<file path="config.mk">
export PLATFORM = sky130hd
export DESIGN_NAME = cims_mode_select
export DESIGN_NICKNAME = d
export VERILOG_FILES = /design/src/shared/cims_pkg.sv /design/src/shared/cims_strobe_if.sv /design/src/rtl/cims_strobe_route.sv /design/src/rtl/cims_mode_select.sv
export VERILOG_INCLUDE_DIRS = /design/src /design/src/shared
export SDC_FILE = /design/constraint.sdc
export NUM_CORES = 1
export LEC_CHECK = 0
export BUFFER_PORTS_ARGS = -buffer_cell sky130_fd_sc_hd__buf_2
export CAP_MARGIN = 0
export CORE_ASPECT_RATIO = 0.9
export CORE_UTILIZATION = 53
export DETAILED_ROUTE_END_ITERATION = 10
export PLACE_DENSITY = 0.85
export SETUP_SLACK_MARGIN = 0.5
export SYNTH_ARGS = -nofsm -noshare
export SYNTH_HDL_FRONTEND = slang
export SYNTH_SLANG_ARGS = --single-unit
</file>
<file path="constraint.sdc">
create_clock -name I_CORE_CLK -period 3.8 [get_ports I_CORE_CLK]
set_input_delay 0.19 -clock I_CORE_CLK [delete_from_list [all_inputs] [get_ports I_CORE_CLK]]
set_output_delay 0.19 -clock I_CORE_CLK [all_outputs]
set_load 0.03 [all_outputs]
</file>
<file path="src/shared/cims_consts.svh">
// Offsets, command codes, reset values and field positions of the channel I/O mode select block
`ifndef CIMS_CONSTS_SVH
`define CIMS_CONSTS_SVH

// ***************************************************************
// Register offsets (byte addresses)
// ***************************************************************
`define CIMS_OFS_CMD_A 8'h00
`define CIMS_OFS_CMD_B 8'h04
`define CIMS_OFS_STATUS 8'h08
`define CIMS_OFS_PINFN 8'h0c

// ***************************************************************
// Set-bit-mode command values
// ***************************************************************
`define CIMS_CMD_RESET 8'h00
`define CIMS_CMD_ASYNC_BB 8'h01
`define CIMS_CMD_MULTI_PROTOCOL_SERIAL_ENGINE 8'h02
`define CIMS_CMD_SYNC_BB 8'h04
`define CIMS_CMD_MCU 8'h08
`define CIMS_CMD_FSI 8'h10

// ***************************************************************
// Strobe placement on the control bus, as output enable masks
// ***************************************************************
`define CIMS_STB_MASK_LOW 4'h3
`define CIMS_STB_MASK_HIGH 4'hc
`define CIMS_STB_NONE 4'h0
`define CIMS_STB_IDLE 4'hf

// ***************************************************************
// Status field positions and reset values
// ***************************************************************
`define CIMS_ST_MAIN_A_LSB 0
`define CIMS_ST_MAIN_B_LSB 2
`define CIMS_ST_HOLD_LSB 4
`define CIMS_ST_BOTH_FSI 6
`define CIMS_ST_BM_A_LSB 8
`define CIMS_ST_BM_B_LSB 12
`define CIMS_PF_B_LSB 4
`define CIMS_RST_CMD 8'h00
`define CIMS_RST_DATA 32'h0000_0000

`endif

</file>
<file path="src/shared/cims_pkg.sv">
// Types of the channel I/O mode select block
package cims_pkg;

	// Main mode taken from configuration memory
	typedef enum logic [1:0] {
		CIMS_MAIN_UART = 2'b00,
		CIMS_MAIN_BYTE_FIFO = 2'b01,
		CIMS_MAIN_CPU_FIFO = 2'b10,
		CIMS_MAIN_FSI = 2'b11
	} cims_main_t;

	// Overlay mode entered by command
	typedef enum logic [2:0] {
		CIMS_BM_NONE = 3'b000,
		CIMS_BM_ASYNC = 3'b001,
		CIMS_BM_MULTI_PROTOCOL_SERIAL_ENGINE = 3'b010,
		CIMS_BM_SYNC = 3'b011,
		CIMS_BM_MCU = 3'b100
	} cims_bm_t;

	// Resolved pin function of one channel
	typedef enum logic [3:0] {
		CIMS_PF_UART = 4'b0000,
		CIMS_PF_BYTE_FIFO = 4'b0001,
		CIMS_PF_CPU_FIFO = 4'b0010,
		CIMS_PF_FSI = 4'b0011,
		CIMS_PF_ASYNC_BB = 4'b0100,
		CIMS_PF_SYNC_BB = 4'b0101,
		CIMS_PF_MULTI_PROTOCOL_SERIAL_ENGINE = 4'b0110,
		CIMS_PF_MCU = 4'b0111,
		CIMS_PF_IDLE = 4'b1000
	} cims_pf_t;

endpackage

</file>
<file path="src/shared/cims_strobe_if.sv">
// Carrier between the mode selector and a strobe router
`timescale 1ns/1ps
`default_nettype none

interface cims_strobe_if;
	logic bb_active;
	logic uart_main;
	logic wr_strobe;
	logic rd_strobe;
	logic [3:0] ctrl_bus;
	logic [3:0] ctrl_oe;

	// Mode selector side
	modport ctl (output bb_active, output uart_main, output wr_strobe, output rd_strobe,
		input ctrl_bus, input ctrl_oe);
	// Router side
	modport rt (input bb_active, input uart_main, input wr_strobe, input rd_strobe,
		output ctrl_bus, output ctrl_oe);
endinterface

`default_nettype wire

</file>
<file path="src/rtl/cims_strobe_route.sv">
// Places the bit-bang write and read strobes on the control bus of one channel
`timescale 1ns/1ps
`default_nettype none
`include "cims_consts.svh"

module cims_strobe_route (
	// Clock and reset
	input wire logic i_clk,
	input wire logic i_rst,
	// Mode selector link
	cims_strobe_if.rt s
);
	logic [3:0] bus;
	logic [3:0] oe;
	logic [3:0] next_bus;
	logic [3:0] next_oe;

	// Strobes are active low; undriven bits stay at the idle level
	always_comb begin
		next_bus = `CIMS_STB_IDLE;
		next_oe = `CIMS_STB_NONE;
		if (s.bb_active) begin
			if (s.uart_main) begin
				// UART main, bits two and three
				next_bus[2] = ~s.wr_strobe;
				next_bus[3] = ~s.rd_strobe;
				next_oe = `CIMS_STB_MASK_HIGH;
			end else begin
				// FIFO main, bits zero and one
				next_bus[0] = ~s.wr_strobe;
				next_bus[1] = ~s.rd_strobe;
				next_oe = `CIMS_STB_MASK_LOW;
			end
		end
	end

	// Registered so the pins never glitch on a mode change
	always_ff @(posedge i_clk) begin
		if (i_rst) begin
			bus <= `CIMS_STB_IDLE;
			oe <= `CIMS_STB_NONE;
		end else begin
			bus <= next_bus;
			oe <= next_oe;
		end
	end

	assign s.ctrl_bus = bus;
	assign s.ctrl_oe = oe;
endmodule

`default_nettype wire

</file>
<file path="src/rtl/cims_mode_select.sv">
// Per-channel I/O mode selection and pin-function multiplexing for a dual-channel bridge
//
// Overview of operation
// Main modes come from configuration memory; overlay modes only from commands.
// Command 0 resets bit mode, 1 async bit-bang, 2 serial engine.
// Command 4 sync bit-bang, 8 bus emulation, 10 hex isolated serial.
// With isolated serial main, 10 holds it in reset, 0 releases.
// Serial engine only on first channel; request on second is ignored.
// Bus emulation takes both channels; no independent mode meanwhile.
// Both channels isolated serial puts all its signals on second channel.
// Bit-bang with FIFO main: write strobe bit 0, read strobe bit 1.
// Bit-bang with UART main: write strobe bit 2, read strobe bit 3.
// No bit-bang on second channel while isolated serial is its main mode.
// Wake pin off in serial engine, bus emulation, CPU FIFO modes.
// Missing or blank configuration memory starts both channels in UART.
// Bit mode reset returns pins to main mode, strobes removed.
// Unknown or forbidden command value leaves the channel unchanged.
//
// Strobed register access and the register offsets were left to the implementer.
`timescale 1ns/1ps
`default_nettype none
`include "cims_consts.svh"

module cims_mode_select (
	// Clock and reset
	input wire logic I_CORE_CLK,
	input wire logic I_SYS_RST,
	// Configuration memory
	input wire logic I_CFG_LOAD,
	input wire logic I_CFG_PRESENT,
	input wire logic I_CFG_BLANK,
	input wire logic [1:0] I_CFG_MODE_A,
	input wire logic [1:0] I_CFG_MODE_B,
	// Register port
	input wire logic [7:0] I_ADDR,
	input wire logic [31:0] I_WDATA,
	input wire logic I_WR,
	input wire logic I_RD,
	output logic [31:0] O_RDATA,
	// Bit-bang strobes from the datapaths
	input wire logic I_BB_WR_A,
	input wire logic I_BB_RD_A,
	input wire logic I_BB_WR_B,
	input wire logic I_BB_RD_B,
	// Control bus strobes
	output logic [3:0] O_FIRST_CHANNEL_CONTROL_BUS,
	output logic [3:0] O_FIRST_CHANNEL_CONTROL_BUS_OE,
	output logic [3:0] O_SECOND_CHANNEL_CONTROL_BUS,
	output logic [3:0] O_SECOND_CHANNEL_CONTROL_BUS_OE,
	// Resolved functions
	output logic [3:0] O_PIN_FUNC_A,
	output logic [3:0] O_PIN_FUNC_B,
	output logic O_SEND_NOW_WAKE_PIN_FIRST_EN,
	output logic O_SEND_NOW_WAKE_PIN_SECOND_EN,
	output logic [1:0] O_FSI_HOLD,
	output logic O_FSI_ON_SECOND
);
	// ***************************************************************
	// State
	// ***************************************************************
	cims_pkg::cims_main_t main_a, main_b, next_main_a, next_main_b;
	cims_pkg::cims_bm_t bm_a, bm_b, next_bm_a, next_bm_b;
	logic [1:0] hold, next_hold;
	logic [7:0] last_a, last_b, next_last_a, next_last_b;
	logic [31:0] rdata, next_rdata;
	cims_pkg::cims_pf_t pf_a, pf_b, next_pf_a, next_pf_b;
	logic wake_a, wake_b, next_wake_a, next_wake_b;
	logic both_fsi;
	logic on_sec, next_on_sec;

	cims_strobe_if sa ();
	cims_strobe_if sb ();

	// Resolve one channel's pin function from main and overlay modes
	function automatic cims_pkg::cims_pf_t pin_func(input cims_pkg::cims_main_t m,
		input cims_pkg::cims_bm_t b, input logic is_b, input logic fsi2);
		cims_pkg::cims_pf_t f;
		f = cims_pkg::CIMS_PF_UART;
		unique case (b)
			cims_pkg::CIMS_BM_MCU: f = cims_pkg::CIMS_PF_MCU;
			cims_pkg::CIMS_BM_MULTI_PROTOCOL_SERIAL_ENGINE: f = cims_pkg::CIMS_PF_MULTI_PROTOCOL_SERIAL_ENGINE;
			cims_pkg::CIMS_BM_ASYNC: f = cims_pkg::CIMS_PF_ASYNC_BB;
			cims_pkg::CIMS_BM_SYNC: f = cims_pkg::CIMS_PF_SYNC_BB;
			default: begin
				// Back to the configured main function
				unique case (m)
					cims_pkg::CIMS_MAIN_UART: f = cims_pkg::CIMS_PF_UART;
					cims_pkg::CIMS_MAIN_BYTE_FIFO: f = cims_pkg::CIMS_PF_BYTE_FIFO;
					cims_pkg::CIMS_MAIN_CPU_FIFO: f = cims_pkg::CIMS_PF_CPU_FIFO;
					cims_pkg::CIMS_MAIN_FSI: f = cims_pkg::CIMS_PF_FSI;
				endcase
				// Both isolated: first channel pins are released
				if (fsi2 && !is_b)
					f = cims_pkg::CIMS_PF_IDLE;
			end
		endcase
		return f;
	endfunction

	// Wake pin is usable only outside the listed modes
	function automatic logic wake_ok(input cims_pkg::cims_main_t m, input cims_pkg::cims_bm_t b,
		input logic is_b);
		// Disabled in engine, emulation, CPU FIFO; isolated kept on second only
		return !(b == cims_pkg::CIMS_BM_MULTI_PROTOCOL_SERIAL_ENGINE || b == cims_pkg::CIMS_BM_MCU ||
			m == cims_pkg::CIMS_MAIN_CPU_FIFO || (m == cims_pkg::CIMS_MAIN_FSI && !is_b));
	endfunction

	// ***************************************************************
	// Command decode and mode state
	// ***************************************************************
	// A configuration reload drops any overlay, so the new main mode starts clean
	always_comb begin
		logic is_b;
		logic ok;
		logic mcu_on;
		logic [7:0] v;
		cims_pkg::cims_main_t ms;
		is_b = (I_ADDR == `CIMS_OFS_CMD_B);
		ok = 1'b0;
		mcu_on = (bm_a == cims_pkg::CIMS_BM_MCU);
		v = I_WDATA[7:0];
		ms = is_b ? main_b : main_a;
		next_main_a = main_a;
		next_main_b = main_b;
		next_bm_a = bm_a;
		next_bm_b = bm_b;
		next_hold = hold;
		next_last_a = last_a;
		next_last_b = last_b;
		if (I_CFG_LOAD) begin
			// No memory or blank memory gives UART on both
			if (!I_CFG_PRESENT || I_CFG_BLANK) begin
				next_main_a = cims_pkg::CIMS_MAIN_UART;
				next_main_b = cims_pkg::CIMS_MAIN_UART;
			end else begin
				// Main modes only from configuration memory
				next_main_a = cims_pkg::cims_main_t'(I_CFG_MODE_A);
				next_main_b = cims_pkg::cims_main_t'(I_CFG_MODE_B);
			end
			next_bm_a = cims_pkg::CIMS_BM_NONE;
			next_bm_b = cims_pkg::CIMS_BM_NONE;
			next_hold = 2'b00;
		end else if (I_WR && (I_ADDR == `CIMS_OFS_CMD_A || is_b)) begin
			if (v == `CIMS_CMD_RESET) begin
				// Reset bit mode; emulation is cleared on both channels
				ok = 1'b1;
				if (mcu_on || !is_b)
					next_bm_a = cims_pkg::CIMS_BM_NONE;
				if (mcu_on || is_b)
					next_bm_b = cims_pkg::CIMS_BM_NONE;
				// Release isolated serial from reset
				if (ms == cims_pkg::CIMS_MAIN_FSI)
					next_hold[is_b] = 1'b0;
			end else if (!mcu_on) begin
				// While emulation runs only reset is taken
				unique case (v)
					`CIMS_CMD_ASYNC_BB, `CIMS_CMD_SYNC_BB: begin
						// Refused on second channel when isolated main
						ok = !(is_b && main_b == cims_pkg::CIMS_MAIN_FSI);
						if (ok && is_b)
							next_bm_b = (v == `CIMS_CMD_SYNC_BB) ? cims_pkg::CIMS_BM_SYNC :
								cims_pkg::CIMS_BM_ASYNC;
						// Synchronous bit-bang code
						if (ok && !is_b)
							next_bm_a = (v == `CIMS_CMD_SYNC_BB) ? cims_pkg::CIMS_BM_SYNC :
								cims_pkg::CIMS_BM_ASYNC;
					end
					`CIMS_CMD_MULTI_PROTOCOL_SERIAL_ENGINE: begin
						// Serial engine on the first channel only
						ok = !is_b;
						if (ok)
							next_bm_a = cims_pkg::CIMS_BM_MULTI_PROTOCOL_SERIAL_ENGINE;
					end
					`CIMS_CMD_MCU: begin
						// Emulation occupies both channels
						ok = 1'b1;
						next_bm_a = cims_pkg::CIMS_BM_MCU;
						next_bm_b = cims_pkg::CIMS_BM_MCU;
					end
					`CIMS_CMD_FSI: begin
						// Hold isolated serial in reset
						ok = (ms == cims_pkg::CIMS_MAIN_FSI);
						if (ok)
							next_hold[is_b] = 1'b1;
					end
					// Anything else changes nothing
					default: ok = 1'b0;
				endcase
			end
			if (ok && is_b)
				next_last_b = v;
			if (ok && !is_b)
				next_last_a = v;
		end
	end

	// Mode registers; UART default covers power-up before any load
	always_ff @(posedge I_CORE_CLK) begin
		if (I_SYS_RST) begin
			main_a <= cims_pkg::CIMS_MAIN_UART;
			main_b <= cims_pkg::CIMS_MAIN_UART;
			bm_a <= cims_pkg::CIMS_BM_NONE;
			bm_b <= cims_pkg::CIMS_BM_NONE;
			hold <= 2'b00;
			last_a <= `CIMS_RST_CMD;
			last_b <= `CIMS_RST_CMD;
		end else begin
			main_a <= next_main_a;
			main_b <= next_main_b;
			bm_a <= next_bm_a;
			bm_b <= next_bm_b;
			hold <= next_hold;
			last_a <= next_last_a;
			last_b <= next_last_b;
		end
	end

	// ***************************************************************
	// Pin function outputs and read data
	// ***************************************************************
	assign both_fsi = (main_a == cims_pkg::CIMS_MAIN_FSI) && (main_b == cims_pkg::CIMS_MAIN_FSI);

	// Unmapped reads return zero; read data follow the strobe by one cycle
	always_comb begin
		next_pf_a = pin_func(main_a, bm_a, 1'b0, both_fsi);
		next_pf_b = pin_func(main_b, bm_b, 1'b1, both_fsi);
		next_wake_a = wake_ok(main_a, bm_a, 1'b0);
		next_wake_b = wake_ok(main_b, bm_b, 1'b1);
		next_on_sec = both_fsi;
		next_rdata = `CIMS_RST_DATA;
		if (I_RD) begin
			unique case (I_ADDR)
				`CIMS_OFS_CMD_A: next_rdata[7:0] = last_a;
				`CIMS_OFS_CMD_B: next_rdata[7:0] = last_b;
				`CIMS_OFS_STATUS: begin
					next_rdata[`CIMS_ST_MAIN_A_LSB +: 2] = main_a;
					next_rdata[`CIMS_ST_MAIN_B_LSB +: 2] = main_b;
					next_rdata[`CIMS_ST_HOLD_LSB +: 2] = hold;
					next_rdata[`CIMS_ST_BOTH_FSI] = both_fsi;
					next_rdata[`CIMS_ST_BM_A_LSB +: 3] = bm_a;
					next_rdata[`CIMS_ST_BM_B_LSB +: 3] = bm_b;
				end
				`CIMS_OFS_PINFN: begin
					next_rdata[3:0] = pf_a;
					next_rdata[`CIMS_PF_B_LSB +: 4] = pf_b;
				end
				default: next_rdata = `CIMS_RST_DATA;
			endcase
		end
	end

	always_ff @(posedge I_CORE_CLK) begin
		if (I_SYS_RST) begin
			pf_a <= cims_pkg::CIMS_PF_UART;
			pf_b <= cims_pkg::CIMS_PF_UART;
			wake_a <= 1'b1;
			wake_b <= 1'b1;
			on_sec <= 1'b0;
			rdata <= `CIMS_RST_DATA;
		end else begin
			pf_a <= next_pf_a;
			pf_b <= next_pf_b;
			wake_a <= next_wake_a;
			wake_b <= next_wake_b;
			on_sec <= next_on_sec;
			rdata <= next_rdata;
		end
	end

	// ***************************************************************
	// Strobe routing per channel
	// ***************************************************************
	assign sa.bb_active = (bm_a == cims_pkg::CIMS_BM_ASYNC) || (bm_a == cims_pkg::CIMS_BM_SYNC);
	assign sa.uart_main = (main_a == cims_pkg::CIMS_MAIN_UART);
	assign sa.wr_strobe = I_BB_WR_A;
	assign sa.rd_strobe = I_BB_RD_A;
	assign sb.bb_active = (bm_b == cims_pkg::CIMS_BM_ASYNC) || (bm_b == cims_pkg::CIMS_BM_SYNC);
	assign sb.uart_main = (main_b == cims_pkg::CIMS_MAIN_UART);
	assign sb.wr_strobe = I_BB_WR_B;
	assign sb.rd_strobe = I_BB_RD_B;

	cims_strobe_route u_route_a (.i_clk(I_CORE_CLK), .i_rst(I_SYS_RST), .s(sa.rt));
	cims_strobe_route u_route_b (.i_clk(I_CORE_CLK), .i_rst(I_SYS_RST), .s(sb.rt));

	// Outputs, each from a flip-flop here or in a router
	assign O_RDATA = rdata;
	assign O_FIRST_CHANNEL_CONTROL_BUS = sa.ctrl_bus;
	assign O_FIRST_CHANNEL_CONTROL_BUS_OE = sa.ctrl_oe;
	assign O_SECOND_CHANNEL_CONTROL_BUS = sb.ctrl_bus;
	assign O_SECOND_CHANNEL_CONTROL_BUS_OE = sb.ctrl_oe;
	assign O_PIN_FUNC_A = pf_a;
	assign O_PIN_FUNC_B = pf_b;
	assign O_SEND_NOW_WAKE_PIN_FIRST_EN = wake_a;
	assign O_SEND_NOW_WAKE_PIN_SECOND_EN = wake_b;
	assign O_FSI_HOLD = hold;
	assign O_FSI_ON_SECOND = on_sec;
endmodule

`default_nettype wire

</file>
==> Word-level counts from Yosys, hierarchy flattened <==
Cells that the tools add are included.
Widths: inputs -> output; s select.
{ "totals": {"regBits": 87, "elab_cells": 148, "output_inout_bits": 61, "in_bits": 55} }
{ "classes": {"reduce_logical": 46, "bitwise": 14, "muxes": 36, "n_lt_le_gt_ge": 2, "n_eq_ne": 29} }
{ "op_table": {"columns": ["op", "count"], "rows": [
  ["$pmux 4 s4", 4],
  ["$pmux 7 s4", 1],
  ["$mux 3", 9],
  ["$eq 8x4->1 const B", 3],
  ["$mux 2", 9],
  ["$eq 8x3->1 const B", 2],
  ["$logic_not 8->1", 2],
  ["$reduce_or 3->1", 5],
  ["$eq 3x2->1 const B", 4],
  ["$mux 4", 3],
  ["$logic_or 1x1->1", 11],
  ["$not 1->1", 11],
  ["$eq 2x2->1 const B", 5],
  ["$reduce_or 2->1", 5],
  ["$ne 3x3->1 const B", 3],
  ["$pmux 3 s3", 1],
  ["$eq 8x1->1 const B", 1],
  ["$eq 8x2->1 const B", 1],
  ["$eq 8x5->1 const B", 1],
  ["$logic_and 1x1->1", 8],
  ["$eq 3x1->1 const B", 2],
  ["$eq 3x3->1 const B", 2],
  ["$pmux 3 s2", 1],
  ["$reduce_and 3->1", 2],
  ["20 further kinds", 31]
]} }

==> Logic depth before layout (Yosys ltp) <==
Gate-level depths: netlist of run 1.
{ "depth": {"depth_word": 10, "mapped_depth": 7, "ltp_nobuf": 5} }

==> Hierarchy <==
A second synthesis of run 1 with hierarchy kept.
{ "hier_totals": {"cells_unflattened": 302, "hier_area_um2": 2944.1} }
{ "modules_own_cells": {"columns": ["module", "seq_area_each_um2", "n_inst", "cells_per_inst", "area_each_um2"], "rows": [
  ["cims_mode_select", 1041.0, 1, 274, 2551.2],
  ["cims_strobe_route", 120.1, 2, 14, 196.4]
]} }

==> Worst setup path before layout of run 1 <==
OpenSTA, ideal clock, no wires.
{ "synth_timing": {"path_kind": "register to register", "startpoint": "register bm_a[2]", "endpoint": "register last_a[1]", "setup_ns": 0.062, "t_arrival_ns": 1.742, "n_path_buf": 2, "path_stages_with_launch": 8, "required_ns": 3.738, "slack_ns": 1.995, "synth_period_minus_slack_ns": 1.805, "path_cell_list": "dfxtp_1 > buf_6 > or3b_1 > clkbuf_1 > a21oi_2 > or4_4 > or4_1 > nand3_1"} }
{ "synth_between": {"elab_chain_len": 7} }
{ "synth_lines": {"columns": ["item", "line_no", "source"], "rows": [
  ["from (decl)", "cims_mode_select.sv:62", "cims_pkg::cims_bm_t bm_a, bm_b, next_bm_a, next_bm_b;"],
  ["from (signal assigned)", "cims_mode_select.sv:202", "bm_a <= cims_pkg::CIMS_BM_NONE;"],
  ["from (signal assigned)", "cims_mode_select.sv:210", "bm_a <= next_bm_a;"],
  ["$eq 3x3->1", "cims_mode_select.sv:120", "mcu_on = (bm_a == cims_pkg::CIMS_BM_MCU);"],
  ["$mux 1", "cims_mode_select.sv:154", "end else if (!mcu_on) begin"],
  ["$mux 1", "cims_mode_select.sv:144", "if (v == `CIMS_CMD_RESET) begin"],
  ["$mux 1", "cims_mode_select.sv:143", "end else if (I_WR && (I_ADDR == `CIMS_OFS_CMD_A || is_b)) begin"],
  ["$mux 1", "cims_mode_select.sv:130", "if (I_CFG_LOAD) begin"],
  ["$logic_and 1x1->1", "cims_mode_select.sv:192", "if (ok && !is_b)"],
  ["$reduce_and 3->1 (no source line)", null, null],
  ["to (signal assigned)", "cims_mode_select.sv:205", "last_a <= `CIMS_RST_CMD;"],
  ["to (signal assigned)", "cims_mode_select.sv:213", "last_a <= next_last_a;"],
  ["to (decl)", "cims_mode_select.sv:64", "logic [7:0] last_a, last_b, next_last_a, next_last_b;"]
]} }
Every way passes these cells. The select of a mux whose other input is x is not followed.
A chain may end at the register's enable or synchronous reset.

==> Worst setup path after layout of run 1 <==
{ "layout_timing": {"startpoint": "input I_SYS_RST", "endpoint": "register rdata[10], in the netlist O_RDATA[10]"} }
{ "layout_between": {"elab_chain_len": 1} }
{ "layout_lines": {"columns": ["item", "line_no", "source"], "rows": [
  ["from (decl)", "cims_mode_select.sv:27", "input wire logic I_SYS_RST,"],
  ["$reduce_or 3->1 (no source line)", null, null],
  ["to (signal assigned)", "cims_mode_select.sv:259", "rdata <= `CIMS_RST_DATA;"],
  ["to (signal assigned)", "cims_mode_select.sv:266", "rdata <= next_rdata;"],
  ["to (decl)", "cims_mode_select.sv:65", "logic [31:0] rdata, next_rdata;"]
]} }
Every way passes these cells.

==> results of run 1 <==
[synth_stat cells (6+ instances only)]
master | number | area [um2]
nor2_1 | 17 | 63.8
nand2b_1 | 11 | 68.8
a21oi_1 | 17 | 85.1
clkbuf_1 | 13 | 48.8
nor2b_1 | 12 | 75.1
nor3b_1 | 9 | 67.6
buf_4 | 24 | 180
nand3_1 | 23 | 115
mux4_2 | 6 | 135
dfxtp_1 | 64 | 1280
and3_1 | 9 | 56.3
nand2_1 | 23 | 86.3
nor3_1 | 7 | 35.0
and2_1 | 7 | 43.8
[sequential cells by signal (all words and copies together) (netlist names), 2 cells and up, named ones only]
signal                flops
bm_a                      3
u_route_a.s.ctrl_oe       2
u_route_b.s.ctrl_oe       2
O_RDATA                  14
last_a                    8
O_PIN_FUNC_A              4
bm_b                      3
main_b                    2
u_route_a.s.ctrl_bus      4
last_b                    8
u_route_b.s.ctrl_bus      4
main_a                    2
O_PIN_FUNC_B              3
[how the worst min path moves through the flow]
stage | startpoint | end | slack (ns)
floorplan | I_BB_WR_A | u_route_a.s.ctrl_bus[0] | 0.25
global placement | I_BB_WR_A | u_route_a.s.ctrl_bus[0] | 0.37
detailed placement | I_BB_RD_A | u_route_a.s.ctrl_bus[3] | 0.37
CTS | I_BB_WR_B | u_route_b.s.ctrl_bus[0] | 0.0004
global route | I_BB_RD_B | u_route_b.s.ctrl_bus[3] | 0.005
finish | I_BB_WR_A | u_route_a.s.ctrl_bus[2] | 0.007
[logic make-up after synthesis]
group                    count (synthesis)  share of synthesized area, %
AO/OA/AOI/OAI                           48                          10.3
XOR/XNOR                                 3                         0.856
adder cells (fa/ha/maj)                  1                         0.367
buffers and inverters                   47                          9.01
flip-flops                              64                          41.7
multiplexers                            11                          6.03
other                                    1                         0.122
AND/OR/NAND/NOR                        159                          31.6
[power by group]
| part | switching [mW] | internal, mW | leakage [nW] | total, mW |
|---|---|---|---|---|
| Clock | 0.289 | 0.309 | 0.101 | 0.598 |
| Sequential | 0.00382 | 0.672 | 0.516 | 0.676 |
| Combinational | 0.0738 | 0.0311 | 0.815 | 0.105 |
| Total | 0.367 | 1.01 | 1.43 | 1.38 |
[per-stage QoR]
step	util (%)	instances	hold slack [ns]	setup WS [ns]	area, um2
6_report	65.4	466	0.00732	1.67	3540
5_1_grt	65.4	466	0.00546	1.36	3540
4_1_cts	65.2	465	0.000354	1.71	3530
3_5_place_dp	61.3	448	0.370	1.41	3320
3_3_place_gp	61.3	448	0.367	1.46	3320
2_1_floorplan	-	352	0.252	2.00	3140
[layer usage]
metal	track usage [%]	wire, um	vias to the layer above
met2	38.7	3380	104
li1	-	-	1289
met4	6.43	73	0
met3	9.33	526	8
met5	0	0	-
met1	32.0	3090	1255
[worst reg2reg max path, stage by stage (launching register included)]
cell       delay [ns]
dfxtp_1          0.49
or3b_1           0.53
o211ai_1         0.29
o211ai_1         0.11
a2111oi_0        0.48
a211oi_1         0.09
[area by class of cell]
class                      instances  area share (%)
multi-input combinational        241            44.6
sequential                        64            36.2
timing repair buffer              74            10.7
clock buffer                       9            3.50
tap                               67            2.37
clock inverter                     7            2.19
inverter                           4           0.424
==> qor.txt, run 1 <==
wire per inst = 15.2 um
area of the multi-input gates = 1580 um2
critical path peak fanout = 42
Worst-Margin Slew = 0.874 ns
clk_lat worst skew = 0.35 ns
Reg2Reg Depth = 5
worst-path cell chain = buf_2 > nor4b_1 > nand2_1 > nor3b_1 > and2_1
Hold Fails Final Rpt = 0
end point of the critical path = O_RDATA[10]
Remaining Overflow, GRT = 0
Num CTS Buffers = 9
FF/Latch Area = 1280 um2
EDFF count, synth = 0
CTS tree = done
Post-DP HPWL = 4940 um
CP max stage delay = 0.81 ns
max-slew violations = 0
layout cell share with drive strength beyond 1 = 26.8%
Pwr Total = 1.38 mW
Crit Path Category = input pin to flop
area growth from synthesis to layout = 15.4%
number of H-tree levels = 3
Fin Setup TNS = 0 ns
Ys Warns = 0
Crit path depth = 5
Worst Setup End Kind = flop
fin nets = 449
Synth Cell Area = 3070 um2
total track usage = 24.7%
Post-Synthesis Cells = 334
post-synthesis async set-or-reset flop share = 0%
drt drc = 0
crit path from = I_SYS_RST
initial drt markers = 266
reg-to-reg startpoint = bm_a[2]
crit share post-route = 56.0%
die height = 74.2 um
Hold Buf Count CTS = 1
worst path buffer plus inverter count = 1
antenna violations before repair = 0
die width = 82.2 um
routed vias/inst = 5.70
R2R Path End = bm_a[0]
fmax = 0.470 GHz
post-CTS setup buffers = 0
hold path cells = 2
vias in the first global route = 2,316
most common cell after layout, fill and taps aside = buf_2
Port Buffer Count = 72
slew margin rel. = 40.9%
Final ANT Viol Nets = 0
sequential share of the synthesized area = 41.7%
most frequent cells in the layout = buf_2 (72), dfxtp_1 (64), nand2_1 (23), nand3_1 (23), conb_1 (19)
ant diodes = 0
drt first pass iters = 5
Cell variety after synth = 56
Top delay family on crit path = simple AND/OR/NAND/NOR gates
clk sinks = 64
outcome = finished clean
clock root buffer = clkbuf_8
Initial Utilization = 56.7%
row count = 25
die area = 6100 um2
Worst EP required = 4.10 ns
Hold WC Path Type = input pin to flop
clock slew at reported path FFs = 0.08 ns
slowest cell on the critical path = nor4b_1
Placer Congestion = 0.844
Power Density = 390 nW/um2
buffer depth of the longest clock path = 2
first-pass GRT wire length = 11,100 um
Setup crit start kind = input pin
fillers = 451
r2r setup slk = 1.68 ns
syn avg cell area = 9.19 um2
top_reg_cell synth = dfxtp_1
RSZ-0062 raised after global routing = no
total of max-cap violations = 0
Synth Register Bits = 64
pin count of the biggest net entering global routing = 43
endpoints failing setup = 0
post-CTS sizing = 0
# IOs = 116
fin crit period = 2.13 ns
clk_skew = 0.00541 ns
Arrival @ worst endpoint = 2.42 ns
VDD IR max = 0.311 mV
vias = 2,656
static leakage = 1.43 nW
final WL = 7070 um
total core area = 5410 um2
Note: power is estimated with default switching activity, not from simulation.
==> inputs of run 2 (changes only) <==
--- a/config.mk
+++ b/config.mk
@@ -9,9 +9,9 @@
 export BUFFER_PORTS_ARGS = -buffer_cell sky130_fd_sc_hd__buf_2
 export CAP_MARGIN = 0
 export CORE_ASPECT_RATIO = 0.9
-export CORE_UTILIZATION = 53
+export CORE_UTILIZATION = 44
 export DETAILED_ROUTE_END_ITERATION = 10
-export PLACE_DENSITY = 0.85
+export PLACE_DENSITY = 0.76
 export SETUP_SLACK_MARGIN = 0.5
 export SYNTH_ARGS = -nofsm -noshare
 export SYNTH_HDL_FRONTEND = slang
==> constraint.sdc (replaced) <==
create_clock -name I_CORE_CLK -period 1.92 [get_ports I_CORE_CLK]
set_input_delay 0.096 -clock I_CORE_CLK [delete_from_list [all_inputs] [get_ports I_CORE_CLK]]
set_output_delay 0.096 -clock I_CORE_CLK [all_outputs]
set_load 0.03 [all_outputs]
==> run 2 against run 1 <==
Compared with the run above: utilization decreased by 4.9 points; wire length increased by 9.0%; die area increased by 20%; global-route usage decreased by 2.8 points; largest cell class unchanged.
==> qor.txt, run 2 (synthesized netlist as in run 1, its figures left out) <==
row count = 28
total core area = 6660 um2
fin nets = 481
vias = 2,775
Final ANT Viol Nets = 0
total of max-cap violations = 0
CP max stage delay = 0.45 ns
Post-DP HPWL = 5480 um
most frequent cells in the layout = buf_2 (72), dfxtp_1 (61), buf_4 (26), nand3_1 (21), nand2_1 (20)
clk sinks = 64
drt drc = 0
outcome = finished clean
buffer depth of the longest clock path = 2
fmax = 0.608 GHz
VDD IR max = 0.332 mV
slowest cell on the critical path = or4_4
routed vias/inst = 5.33
Hold WC Path Type = input pin to flop
RSZ-0062 raised after global routing = yes
area growth from synthesis to layout = 31.3%
number of flip-flops in the largest register = 14
Worst EP required = 2.21 ns
fin crit period = 1.65 ns
Setup crit start kind = flop
number of H-tree levels = 3
wire per inst = 14.8 um
Port Buffer Count = 72
antenna violations before repair = 0
die area = 7310 um2
Initial Utilization = 46.1%
ant diodes = 0
crit share post-route = 85.7%
Fin Setup TNS = 0 ns
Arrival @ worst endpoint = 1.94 ns
Power Density = 714 nW/um2
initial drt markers = 227
final WL = 7700 um
total track usage = 21.9%
max-slew violations = 0
clk_skew = 0.00723 ns
first-pass GRT wire length = 12,500 um
clock root buffer = clkbuf_8
CTS tree = done
endpoints failing setup = 0
pin count of the biggest net entering global routing = 38
Pwr Total = 2.88 mW
die height = 81.2 um
clk_lat worst skew = 0.34 ns
worst-path cell chain = or3b_4 > a21oi_4 > or4_4 > or4_1 > nand3_1
# IOs = 116
Worst Setup End Kind = flop
static leakage = 1.67 nW
Num CTS Buffers = 9
Crit Path Category = flop to flop
Hold Fails Final Rpt = 0
drt first pass iters = 4
Remaining Overflow, GRT = 0
vias in the first global route = 2,495
most common cell after layout, fill and taps aside = buf_2
Placer Congestion = 0.822
layout cell share with drive strength beyond 1 = 38.3%
die width = 90.0 um
clock slew at reported path FFs = 0.07 ns
critical path peak fanout = 6
run 2: cell count changes in the layout (fill, tap and decap cells not counted), sizes merged:
cell and delta:
dlygate4sd3 +2, clkbuf +2, clkinvlp -1, inv -2, buf +30, bufinv +1
run 2: worst paths after layout:
check	from	to	slack, ns	cells past startpoint
worst max-delay path	bm_a[2]	last_a[1]	0.27	5
worst min register to register	last_a[7]	last_a[7]	0.47	1
worst min-delay path	I_CFG_MODE_A[0]	main_a[0]	0.02	3
worst max register to register	bm_a[2]	last_a[1]	0.27	5
run 2: per-stage QoR:
stage | utilization [%] | cell area, um2 | hold slack (ns) | setup WS (ns) | instances
CTS | 59.4 | 3960 | 0.0189 | 0.275 | 518
detailed placement | 53.7 | 3580 | 0.276 | 0.103 | 494
finish | 60.5 | 4030 | 0.0161 | 0.275 | 521
global placement | 53.7 | 3580 | 0.270 | 0.150 | 494
floorplan | - | 3190 | 0.158 | 0.208 | 352
global route | 60.5 | 4030 | 0.0336 | 0.214 | 521
run 2: metal layers:
metal	routed length, um	vias up	part of all wire, %	global-route usage [%]
met3	380	13	4.9	4.12
met5	0	-	0	0
met4	129	0	1.7	9.19
li1	-	1345	-	-
met2	3660	93	47	35.8
met1	3540	1324	46	28.6
run 2: critical path, delay by kind of cell (launching register included):
| family | cells | cell delay, ns |
|---|---|---|
| AOI/OAI and AO/OA | 1 | 0.07 |
| and+or+nand+nor | 4 | 1.22 |
| DFF | 1 | 0.32 |
run 2: area by class of cell:
type	count	area (um2)
flip-flops and latches	64	1280
clock buffers	11	141
repair buffers	106	649
clock inverters	5	78.8
well taps	90	113
multi-input cells	241	1750
inverters	4	15.0
fillers	566	2630
run 2: timing repair:
item | CTS | global route
hold buffers | 4 | 0
setup endpoints to repair | 26 | 33
setup buffers | 4 | 3
endpoints found under the hold margin | 8 | 0
pin swaps | 9 | 11
cloned | 0 | 0
resized for setup | 19 | 12
run 2: power breakdown:
group	total [mW]	internal (mW)	switching, mW
clock network	1.30	0.767	0.529
registers	1.33	1.33	0.00390
logic	0.245	0.0834	0.161
total	2.88	2.18	0.694
